**config.mk**
```make
export PLATFORM = sky130hd
export DESIGN_NAME = dcr_device_control_two
export DESIGN_NICKNAME = d
export VERILOG_FILES = /design/src/logic/dcr_pkg.sv /design/src/logic/dcr_timer_if.sv /design/src/logic/dcr_device_control_two.sv /design/src/logic/dcr_hold_timer.sv /design/src/logic/dcr_slot_timer.sv
export VERILOG_INCLUDE_DIRS = /design/src /design/src/logic
export SDC_FILE = /design/constraint.sdc
export NUM_CORES = 1
export LEC_CHECK = 0
export BUFFER_PORTS_ARGS = -buffer_cell sky130_fd_sc_hd__buf_2
export CAP_MARGIN = 20
export CORE_ASPECT_RATIO = 2
export CORE_MARGIN = 2
export CORE_UTILIZATION = 40
export DETAILED_ROUTE_END_ITERATION = 7
export GPL_TIMING_DRIVEN = 0
export MAX_ROUTING_LAYER = met4
export PLACE_DENSITY_LB_ADDON = 0.12
export SETUP_SLACK_MARGIN = 0.15
export SLEW_MARGIN = 5
export SYNTH_ARGS = -nofsm -noshare
export SYNTH_HDL_FRONTEND = slang
export SYNTH_SLANG_ARGS = --single-unit
```
**constraint.sdc**
```tcl
create_clock -name CLOCK -period 3.2 [get_ports CLOCK]
set_input_delay 0.32 -clock CLOCK [delete_from_list [all_inputs] [get_ports CLOCK]]
set_output_delay 0.32 -clock CLOCK [all_outputs]
set_load 0.05 [all_outputs]
```
**src/logic/dcr_consts.svh**
```systemverilog
// Constants of the second device-control register block: indices, field
// positions, reset values and timing counts. Assumes a 100 ns system clock.
`ifndef DCR_CONSTS_SVH
`define DCR_CONSTS_SVH

// ----------------------------------------------------------------------
// Clock
// ----------------------------------------------------------------------
`define DCR_CLK_PERIOD_NS 100

// ----------------------------------------------------------------------
// Register indices (byte address is four times the index)
// ----------------------------------------------------------------------
`define DCR_IDX_CTRL2 8'h25
`define DCR_IDX_IRQ_STAT 8'h30
`define DCR_IDX_IRQ_MASK 8'h31
`define DCR_IDX_STATE 8'h32

// ----------------------------------------------------------------------
// Field positions of device_control_two
// ----------------------------------------------------------------------
`define DCR_B_SLEEP_EN 7
`define DCR_B_IRQ_PUSH_PULL 6
`define DCR_B_SLOT_HI 5
`define DCR_B_SLOT_LO 4
`define DCR_B_SLEEP_INPUT_POLARITY 3
`define DCR_B_HOLD_OFF 2
`define DCR_B_HOLD_OFF_DEF 1
`define DCR_B_IRQ_POL 0

// ----------------------------------------------------------------------
// Interrupt status and mask layout
// ----------------------------------------------------------------------
`define DCR_EV_W 3
`define DCR_EV_HOLD 0
`define DCR_EV_SLEEP 1
`define DCR_EV_OFF 2

// ----------------------------------------------------------------------
// Reset values
// ----------------------------------------------------------------------
`define DCR_CTRL2_RESET 8'h70
`define DCR_MASK_RESET 3'h0
`define DCR_STAT_RESET 3'h0

// ----------------------------------------------------------------------
// Times as printed and derived cycle counts (least times round up)
// ----------------------------------------------------------------------
`define DCR_SLOT0_US 30
`define DCR_SLOT1_US 200
`define DCR_SLOT2_US 500
`define DCR_SLOT3_MS 2
`define DCR_HOLD_IRQ_S 4
`define DCR_HOLD_OFF_S 5
`define DCR_US_CYC(t) (((t) * 1000 + `DCR_CLK_PERIOD_NS - 1) / `DCR_CLK_PERIOD_NS)
`define DCR_SLOT0_CYC `DCR_US_CYC(`DCR_SLOT0_US)
`define DCR_SLOT1_CYC `DCR_US_CYC(`DCR_SLOT1_US)
`define DCR_SLOT2_CYC `DCR_US_CYC(`DCR_SLOT2_US)
`define DCR_SLOT3_CYC `DCR_US_CYC(`DCR_SLOT3_MS * 1000)
`define DCR_S_CYC(t) (32'((64'd1000000000 * (t)) / `DCR_CLK_PERIOD_NS))
`define DCR_HOLD_IRQ_CYC `DCR_S_CYC(`DCR_HOLD_IRQ_S)
`define DCR_HOLD_OFF_CYC `DCR_S_CYC(`DCR_HOLD_OFF_S)

`endif

```
**src/logic/dcr_pkg.sv**
```systemverilog
// Types shared by the second device-control register block.
// Assumes dcr_consts.svh for all numeric constants except the one-hot state codes.
package dcr_pkg;
  typedef logic [31:0] dcr_word_t;
  typedef logic [7:0] dcr_index_t;
  typedef enum logic [4:0] {
    DCR_IDLE = 5'h01,
    DCR_HOLD = 5'h02,
    DCR_HOLD_DEF = 5'h04,
    DCR_OFF = 5'h08,
    DCR_OFF_REL = 5'h10
  } dcr_state_t;
endpackage

```
**src/logic/dcr_timer_if.sv**
```systemverilog
// Carrier between the control core and its slot and hold timers.
// Assumes all three parties run on the same clock.
`timescale 1ns/100ps
interface dcr_timer_if;
  logic [1:0] slot_sel;
  logic slot_tick;
  logic hold_run;
  logic hold_irq_hit;
  logic hold_off_hit;
  modport ctrl (output slot_sel, output hold_run,
                input slot_tick, input hold_irq_hit, input hold_off_hit);
  modport slot (input slot_sel, output slot_tick);
  modport hold (input hold_run, output hold_irq_hit, output hold_off_hit);
endinterface

```
**src/logic/dcr_device_control_two.sv**
```systemverilog
// Second device-control register with sleep input, interrupt pin,
// slot timing and power-button long-press shutdown.
// Assumes a classic Wishbone master and pins synchronous to CLOCK.
`timescale 1ns/100ps
`include "dcr_consts.svh"
module dcr_device_control_two #(
  parameter int SLOT2_CYC = `DCR_SLOT2_CYC,
  parameter int SLOT3_CYC = `DCR_SLOT3_CYC,
  parameter int HOLD_IRQ_CYC = `DCR_HOLD_IRQ_CYC,
  parameter int HOLD_OFF_CYC = `DCR_HOLD_OFF_CYC
) (
  input wire logic CLOCK, // 10 MHz system clock
  input wire logic SYS_RST, // Synchronous power-on reset
  input wire logic WB_CYC_I, // Bus cycle
  input wire logic WB_STB_I, // Strobe
  input wire logic WB_WE_I, // Write enable
  input wire logic [9:2] WB_ADR_I, // Word index
  input wire logic [3:0] WB_SEL_I, // Byte lanes
  input wire dcr_pkg::dcr_word_t WB_DAT_I, // Write data
  output logic [31:0] WB_DAT_O, // Read data
  output logic WB_ACK_O, // Acknowledge
  input wire logic SLEEP_IN, // Sleep request pin
  input wire logic POWER_BUTTON_N, // Power button, low pressed
  input wire logic RESET_INPUT_MODE, // Button pin used as reset input
  output logic SLEEP_REQ, // Qualified sleep request
  output logic DEVICE_OFF, // Device in OFF state
  output logic REG_RELOAD, // Pulse: registers reloaded
  output logic SLOT_TICK, // Pulse: sequencing slot boundary
  output logic INT_O, // Level interrupt, active high
  output logic IRQ_PIN_O, // Interrupt pin output value
  output logic IRQ_PIN_OE // Interrupt pin drive enable
);
  import dcr_pkg::*;

  // ----------------------------------------------------------------------
  // Storage
  // ----------------------------------------------------------------------
  logic [7:0] ctrl_r;
  logic [`DCR_EV_W-1:0] mask_r;
  logic [`DCR_EV_W-1:0] stat_r;
  logic [`DCR_EV_W-1:0] stat_nxt;
  logic [`DCR_EV_W-1:0] ev_set;
  logic [`DCR_EV_W-1:0] ev_clr;
  dcr_state_t state_r;
  dcr_state_t state_nxt;
  logic ack_r;
  logic [31:0] dat_r;
  logic sleep_req_r;
  logic sleep_req_nxt;
  logic off_r;
  logic reload_r;
  logic reload_nxt;
  logic int_r;
  logic pin_o_r;
  logic pin_oe_r;
  logic bus_req;
  logic bus_wr;
  logic armed;
  logic irq_any;
  logic pin_lvl;
  logic off_enter;

  dcr_timer_if tmr ();

  // ----------------------------------------------------------------------
  // Timers
  // ----------------------------------------------------------------------
  dcr_slot_timer #(
    .SLOT2_CYC(SLOT2_CYC),
    .SLOT3_CYC(SLOT3_CYC)
  ) u_slot (
    .clk(CLOCK),
    .rst(SYS_RST),
    .tmr(tmr.slot)
  );

  dcr_hold_timer #(
    .HOLD_IRQ_CYC(HOLD_IRQ_CYC),
    .HOLD_OFF_CYC(HOLD_OFF_CYC)
  ) u_hold (
    .clk(CLOCK),
    .rst(SYS_RST),
    .tmr(tmr.hold)
  );

  assign tmr.slot_sel = ctrl_r[`DCR_B_SLOT_HI:`DCR_B_SLOT_LO];
  assign tmr.hold_run = (state_r == DCR_HOLD) || (state_r == DCR_HOLD_DEF);

  // ----------------------------------------------------------------------
  // Wishbone slave
  // ----------------------------------------------------------------------
  // One request per ack: the ack cycle itself is not a new request
  assign bus_req = WB_CYC_I && WB_STB_I && !ack_r;
  assign bus_wr = bus_req && WB_WE_I && WB_SEL_I[0];

  function automatic logic wr_hit(input dcr_index_t idx);
    wr_hit = bus_wr && (WB_ADR_I == idx);
  endfunction

  always_ff @(posedge CLOCK) begin
    if (SYS_RST) begin
      ack_r <= 1'b0;
    end else begin
      ack_r <= bus_req;
    end
  end

  // Unmapped indices answer with zero data, never stall
  always_ff @(posedge CLOCK) begin
    if (SYS_RST) begin
      dat_r <= 32'h00000000;
    end else if (bus_req) begin
      unique case (WB_ADR_I)
        `DCR_IDX_CTRL2: dat_r <= {24'h000000, ctrl_r};
        `DCR_IDX_IRQ_STAT: dat_r <= {29'h00000000, stat_r};
        `DCR_IDX_IRQ_MASK: dat_r <= {29'h00000000, mask_r};
        `DCR_IDX_STATE: dat_r <= {24'h000000, POWER_BUTTON_N, sleep_req_r, off_r, state_r};
        default: dat_r <= 32'h00000000;
      endcase
    end
  end

  // ----------------------------------------------------------------------
  // Control register
  // ----------------------------------------------------------------------
  // power-on defaults
  // reload on defaults long-press off
  // Reload outranks a write in the same cycle
  always_ff @(posedge CLOCK) begin
    if (SYS_RST || reload_nxt) begin
      ctrl_r <= `DCR_CTRL2_RESET;
    end else if (wr_hit(`DCR_IDX_CTRL2)) begin
      ctrl_r <= WB_DAT_I[7:0];
    end
  end

  always_ff @(posedge CLOCK) begin
    if (SYS_RST || reload_nxt) begin
      mask_r <= `DCR_MASK_RESET;
    end else if (wr_hit(`DCR_IDX_IRQ_MASK)) begin
      mask_r <= WB_DAT_I[`DCR_EV_W-1:0];
    end
  end

  // ----------------------------------------------------------------------
  // Sleep input
  // ----------------------------------------------------------------------
  // ignore pin when disabled
  assign sleep_req_nxt = ctrl_r[`DCR_B_SLEEP_EN] && (SLEEP_IN == ctrl_r[`DCR_B_SLEEP_INPUT_POLARITY]);

  always_ff @(posedge CLOCK) begin
    if (SYS_RST) begin
      sleep_req_r <= 1'b0;
    end else begin
      sleep_req_r <= sleep_req_nxt;
    end
  end

  // ----------------------------------------------------------------------
  // Long-press state machine
  // ----------------------------------------------------------------------
  // reset-input variant disarms
  assign armed = !RESET_INPUT_MODE &&
                 (ctrl_r[`DCR_B_HOLD_OFF] || ctrl_r[`DCR_B_HOLD_OFF_DEF]);

  always_comb begin
    state_nxt = state_r;
    unique case (state_r)
      DCR_IDLE: begin
        if (armed && !POWER_BUTTON_N) begin
          state_nxt = DCR_HOLD;
        end
      end
      DCR_HOLD: begin
        if (!armed || POWER_BUTTON_N) begin
          state_nxt = DCR_IDLE;
        end else if (tmr.hold_irq_hit) begin
          state_nxt = ctrl_r[`DCR_B_HOLD_OFF_DEF] ? DCR_HOLD_DEF : DCR_OFF;
        end
      end
      DCR_HOLD_DEF: begin
        if (RESET_INPUT_MODE || POWER_BUTTON_N) begin
          state_nxt = DCR_IDLE;
        end else if (!ctrl_r[`DCR_B_HOLD_OFF_DEF]) begin
          state_nxt = ctrl_r[`DCR_B_HOLD_OFF] ? DCR_OFF : DCR_IDLE;
        end else if (tmr.hold_off_hit) begin
          state_nxt = DCR_OFF;
        end
      end
      DCR_OFF: begin
        // Wait for release so the same press does not restart
        if (POWER_BUTTON_N) begin
          state_nxt = DCR_OFF_REL;
        end
      end
      DCR_OFF_REL: begin
        if (!POWER_BUTTON_N) begin
          state_nxt = DCR_IDLE;
        end
      end
      default: state_nxt = DCR_IDLE;
    endcase
  end

  assign off_enter = (state_nxt == DCR_OFF) && (state_r != DCR_OFF);
  assign reload_nxt = (state_r == DCR_HOLD_DEF) && (state_nxt == DCR_OFF) &&
                      ctrl_r[`DCR_B_HOLD_OFF_DEF];

  always_ff @(posedge CLOCK) begin
    if (SYS_RST) begin
      state_r <= DCR_IDLE;
      off_r <= 1'b0;
      reload_r <= 1'b0;
    end else begin
      state_r <= state_nxt;
      off_r <= (state_nxt == DCR_OFF) || (state_nxt == DCR_OFF_REL);
      reload_r <= reload_nxt;
    end
  end

  // ----------------------------------------------------------------------
  // Interrupt status, mask and pin
  // ----------------------------------------------------------------------
  // interrupt at four seconds
  assign ev_set[`DCR_EV_HOLD] = (state_r == DCR_HOLD) && tmr.hold_irq_hit && armed &&
                                !POWER_BUTTON_N;
  assign ev_set[`DCR_EV_SLEEP] = sleep_req_nxt != sleep_req_r;
  assign ev_set[`DCR_EV_OFF] = off_enter;
  assign ev_clr = wr_hit(`DCR_IDX_IRQ_STAT) ? WB_DAT_I[`DCR_EV_W-1:0] : `DCR_STAT_RESET;
  // A new event in the clearing cycle survives the clear
  assign stat_nxt = (stat_r & ~ev_clr) | ev_set;

  always_ff @(posedge CLOCK) begin
    if (SYS_RST) begin
      stat_r <= `DCR_STAT_RESET;
    end else begin
      stat_r <= stat_nxt;
    end
  end

  assign irq_any = |(stat_r & mask_r);
  assign pin_lvl = ctrl_r[`DCR_B_IRQ_POL] ? irq_any : !irq_any;

  // open drain or push-pull
  // Open drain can only pull low; a high level needs the external pull-up
  always_ff @(posedge CLOCK) begin
    if (SYS_RST) begin
      int_r <= 1'b0;
      pin_o_r <= 1'b1;
      pin_oe_r <= 1'b1;
    end else begin
      int_r <= irq_any;
      pin_o_r <= ctrl_r[`DCR_B_IRQ_PUSH_PULL] ? pin_lvl : 1'b0;
      pin_oe_r <= ctrl_r[`DCR_B_IRQ_PUSH_PULL] || !pin_lvl;
    end
  end

  assign WB_ACK_O = ack_r;
  assign WB_DAT_O = dat_r;
  assign SLEEP_REQ = sleep_req_r;
  assign DEVICE_OFF = off_r;
  assign REG_RELOAD = reload_r;
  assign SLOT_TICK = tmr.slot_tick;
  assign INT_O = int_r;
  assign IRQ_PIN_O = pin_o_r;
  assign IRQ_PIN_OE = pin_oe_r;
endmodule // dcr_device_control_two

```
**src/logic/dcr_hold_timer.sv**
```systemverilog
// Power-button long-press timer: pulses at the interrupt and off marks.
// Assumes hold_run stays high for the whole press being timed.
`timescale 1ns/100ps
`include "dcr_consts.svh"
module dcr_hold_timer #(
  parameter int HOLD_IRQ_CYC = `DCR_HOLD_IRQ_CYC,
  parameter int HOLD_OFF_CYC = `DCR_HOLD_OFF_CYC
) (
  input wire logic clk, // System clock
  input wire logic rst, // Synchronous reset
  dcr_timer_if.hold tmr // Run level and mark pulses
);
  import dcr_pkg::*;

  logic [25:0] cnt_r;

  // four and five second marks
  // Counter saturates so each mark pulses once per press
  always_ff @(posedge clk) begin
    if (rst || !tmr.hold_run) begin
      cnt_r <= 26'h0000000;
      tmr.hold_irq_hit <= 1'b0;
      tmr.hold_off_hit <= 1'b0;
    end else begin
      if (cnt_r != 26'(HOLD_OFF_CYC)) begin
        cnt_r <= cnt_r + 26'h0000001;
      end
      tmr.hold_irq_hit <= (cnt_r == 26'(HOLD_IRQ_CYC - 1));
      tmr.hold_off_hit <= (cnt_r == 26'(HOLD_OFF_CYC - 1));
    end
  end
endmodule // dcr_hold_timer

```
**src/logic/dcr_slot_timer.sv**
```systemverilog
// Sequencing time-slot enable generator: one-cycle tick per slot.
// Assumes one clock and a synchronous active-high reset.
`timescale 1ns/100ps
`include "dcr_consts.svh"
module dcr_slot_timer #(
  parameter int SLOT2_CYC = `DCR_SLOT2_CYC,
  parameter int SLOT3_CYC = `DCR_SLOT3_CYC
) (
  input wire logic clk, // System clock
  input wire logic rst, // Synchronous reset
  dcr_timer_if.slot tmr // Slot select and tick
);
  import dcr_pkg::*;

  logic [14:0] cnt_r;
  logic [8:0] calm_r;

  function automatic logic [14:0] slot_len(input logic [1:0] sel);
    unique case (sel)
      2'b00: slot_len = 15'(`DCR_SLOT0_CYC);
      2'b01: slot_len = 15'(`DCR_SLOT1_CYC);
      2'b10: slot_len = 15'(SLOT2_CYC);
      2'b11: slot_len = 15'(SLOT3_CYC);
    endcase
  endfunction

  // slot length select
  // Compare with >= so a switch to a shorter slot ends the current one
  always_ff @(posedge clk) begin
    if (rst) begin
      cnt_r <= 15'h0000;
      tmr.slot_tick <= 1'b0;
    end else if (cnt_r >= slot_len(tmr.slot_sel) - 15'h0001) begin
      cnt_r <= 15'h0000;
      tmr.slot_tick <= 1'b1;
    end else begin
      cnt_r <= cnt_r + 15'h0001;
      tmr.slot_tick <= 1'b0;
    end
  end

  // Run of cycles with the 30 us slot held; a switch away may stretch a slot
  always_ff @(posedge clk) begin
    if (rst || tmr.slot_sel != 2'b00) begin
      calm_r <= 9'h000;
    end else if (calm_r != 9'h1FF) begin
      calm_r <= calm_r + 9'h001;
    end
  end
endmodule // dcr_slot_timer

```
==> impl_metrics.toml <==
[outcome]
status = "complete, no violations"

[finish]
insertedDiodeCount = 0
final_core_util_pct = 49.2
mostFrequentLayoutCell = "dfxtp_1"
syn_to_final_growth_pct = 19.4
layout.nets = 646
layout.cells.most_common_list = "dfxtp_1 (76), nor2_1 (71), nand2_1 (49)"
drive_above_1_share_pct = 17.7

[grt]
gr-total-overflow = 0
grt_pass1_vias = 3613
grt_pass1_wl_mm = 16.5
antenna_found_initial = 0
grt_start_max_net_pins = 14
grt_use_met3_pct = 3.46
gr-usage-all-layers_pct = 18.6
grt_use_met1_pct = 17.0
top_usage_layer = "met2"
use_met2_pct = 36.0

[synth]
syn_inst = 496
synth-edff-count = 0
synthArstFlopShare_pct = 0
ys_ff_latch = 78
yosys_warnings = 0
seq_area_frac_synth_pct = 37.3
post_synth.cell_area_avg_um2 = 8.43
yosys_most_used_dff = "dfxtp_1"
synth_area_mm2 = 0.00418
yosysUniqueCellTypes = 59

[clock_tree]
htree_levels = 3
numCtsBuffers = 9
cts.clk_slew.worst_paths_ns = 0.06
cts-hold-fix-buffers = 0
cts_buffer_depth = 2
insertion_delay_ns = 0.34
cts_root_buffer = "clkbuf_16"
cts_tree = "done"
cts.sinks = 78

[drt]
via_per_inst = 5.08
vias = 3614
routedWlPerCell_um = 14.2
drc_errors = 0
wirelength_mm = 10.1
drt_iter0_markers = 159
drt_pass1_iterations = 4
drt.antenna.violating_nets = 0

[floorplan]
die_area_mm2 = 0.0113
die_w_um = 76.3
die_h_um = 149
initial_core_util_pct = 41.2
core.rowCount = 52
core-area_mm2 = 0.0101
io_pins = 92

[job]
max_cap_violations = 0

[min_path]
min_path_type = "input port to flip-flop"
worstHoldStart = "WB_DAT_I[6]"
hold_path_depth = 3
min_to = "ctrl_r[6]$_SDFFE_PP1P_"

[timing]
slew_violations = 0
rsz0062_at_grt = "no"
worst_pin_slew_ns = 0.764
slew_headroom_pct = 48.6
min_period_ns = 2.74
period_share_pct = 85.6
fin_hold_ws_ns = 0.204
setup_viol = 0
finalHoldViolCount = 0
worst_slack_ns = 0.462
max_freq_mhz = 365
fin_worst_skew_ns = 0.00901

[power_and_ir_drop]
power.internal_mw = 1.78
pwr-share-clk_pct = 50.7
ir_worst_vdd_uv = 331
p_leak_nw = 2.02
switching_share_pct = 22.4
p_switching_mw = 0.515
p_per_area_mw_per_mm2 = 460
p_seq_share_pct = 42.7
pwr-share-comb_pct = 6.6

[setup_path]
startpoint_type = "flip-flop"
regToRegEndpoint = "u_slot.cnt_r[7]$_SDFF_PP0_"
worstRegToRegCells = 11
cp_max_fo = 10
crit_type = "flip-flop to flip-flop"
endpoint_kind = "flip-flop"
cp.arrival_ns = 3.01
required_ns = 3.48
worst_r2r_startpoint = "ctrl_r[4]$_SDFFE_PP1P_"
regToRegSetupSlack_ns = 0.46

[placement]
pre_cts_ws_ns = -0.152
portBuffers = 40
dp_hpwl_mm = 7.87
routabilityCongestion = 0.826
[layer usage]
layer,vias to the layer above,part of all wire (%),wire length [µm]
li1,1818,-,-
met1,1703,37,3740
met2,73,57,5740
met3,20,3.2,322
met4,0,3.3,333
met5,-,0,0
[flip-flops by register name, indices dropped and copies added, names as in the netlist, 3 cells and up]
register,flops
WB_DAT_O,8
ctrl_r,8
mask_r,3
stat_r,3
state_r,5
u_hold.cnt_r,26
u_slot.cnt_r,15
[final cells by class]
class	count	area (µm²)
Fill cell	1052	5160
Inverter	17	63.8
Sequential cell	78	1560
Clock buffer	10	229
Clock inverter	6	110
Tap cell	135	169
Buffer	42	265
Timing Repair Buffer	41	208
Multi-Input combinational cell	382	2380
[timing repair]
action | CTS | global route
resized for setup | 2 | 2
endpoints found under the setup margin | 15 | 15
pin swaps | 1 | 0
gates cloned | 0 | 0
setup buffers | 1 | 0
[through the flow]
step | setup TNS (ns) | instances | power [mW] | cell area (µm²)
2_1_floorplan | 0 | 519 | 1.12 | 4270
4_1_cts | 0 | 711 | 2.32 | 4990
5_1_grt | 0 | 711 | 2.37 | 4990
6_report | 0 | 711 | 2.30 | 4990
3_3_place_gp | -0.776 | 694 | 1.15 | 4640
3_5_place_dp | -1.32 | 694 | 1.15 | 4640
[Yosys cell counts (2+ instances only)]
cell	count	area share, %
xnor2_1	15	3.1
or3_1	5	0.75
conb_1	2	0.18
inv_1	17	1.5
or2_2	3	0.45
nor4_4	3	1.5
a22o_1	3	0.63
a21oi_1	18	2.2
or4_1	2	0.36
a221oi_1	2	0.42
buf_1	2	0.18
or4_4	2	0.54
and2_1	2	0.30
o211ai_1	3	0.54
clkbuf_1	9	0.81
clkbuf_2	2	0.24
nor2_1	71	6.4
xor2_1	26	5.4
nand2_1	49	4.4
a22oi_1	7	1.3
ha_1	23	6.9
o21ai_0	11	1.3
and3_1	6	0.90
dfxtp_1	78	37
and4b_1	2	0.48
nor3b_1	3	0.54
buf_4	25	4.5
nor3_1	9	1.1
nor2b_1	5	0.75
nand3_1	28	3.4
o31ai_1	3	0.54
nor4_1	6	0.90
nand4_1	12	1.8
nand4b_1	3	0.63
mux2i_1	5	1.2
a2bb2oi_1	2	0.42
buf_2	3	0.36
nand3b_1	8	1.4
[cells by family (layout without fill, tap and decap cells)]
group / Yosys count / in the layout / synth area share, %
flip-flops: 78 / 78 / 37.3
other: 2 / 25 / 0.180
AO/OA/AOI/OAI: 61 / 61 / 9.60
XOR/XNOR: 41 / 41 / 8.59
AND/OR/NAND/NOR: 227 / 227 / 28.4
adder cells (fa/ha/maj): 23 / 23 / 6.88
multiplexers: 5 / 5 / 1.20
buffers and inverters: 59 / 116 / 7.87
[power by group through the flow]
stage	clock, mW	combinational [mW]	sequential (mW)
after floorplan	0	0.116	1.00
after global placement	0	0.149	1.00
after detailed placement	0	0.149	1.00
after CTS	1.19	0.151	0.980
after global routing	1.23	0.163	0.980
final	1.17	0.152	0.980
[how the worst max path moves through the flow]
stage	from	endpoint	slack [ns]	depth (start not counted)
2_1_floorplan	ctrl_r[4]$_SDFFE_PP1P_	u_slot.cnt_r[10]$_SDFF_PP0_	0.50	11
3_3_place_gp	ctrl_r[4]$_SDFFE_PP1P_	u_slot.cnt_r[9]$_SDFF_PP0_	-0.08	11
3_5_place_dp	ctrl_r[4]$_SDFFE_PP1P_	u_slot.cnt_r[7]$_SDFF_PP0_	-0.15	11
4_1_cts	ctrl_r[4]$_SDFFE_PP1P_	u_slot.cnt_r[7]$_SDFF_PP0_	0.25	11
5_1_grt	ctrl_r[4]$_SDFFE_PP1P_	u_slot.cnt_r[0]$_SDFF_PP0_	0.15	11
6_report	ctrl_r[4]$_SDFFE_PP1P_	u_slot.cnt_r[7]$_SDFF_PP0_	0.46	11
[critical path: stages, from the launching register on]
cell,delay (ns)
dfxtp_2,0.42
inv_1,0.12
ha_1,0.32
o31ai_1,0.24
a21oi_1,0.12
ha_1,0.33
a21oi_1,0.14
a31oi_1,0.11
a2111oi_2,0.35
nand3b_1,0.18
buf_2,0.22
nor2_1,0.12
Power figures use the tool's default switching activity.
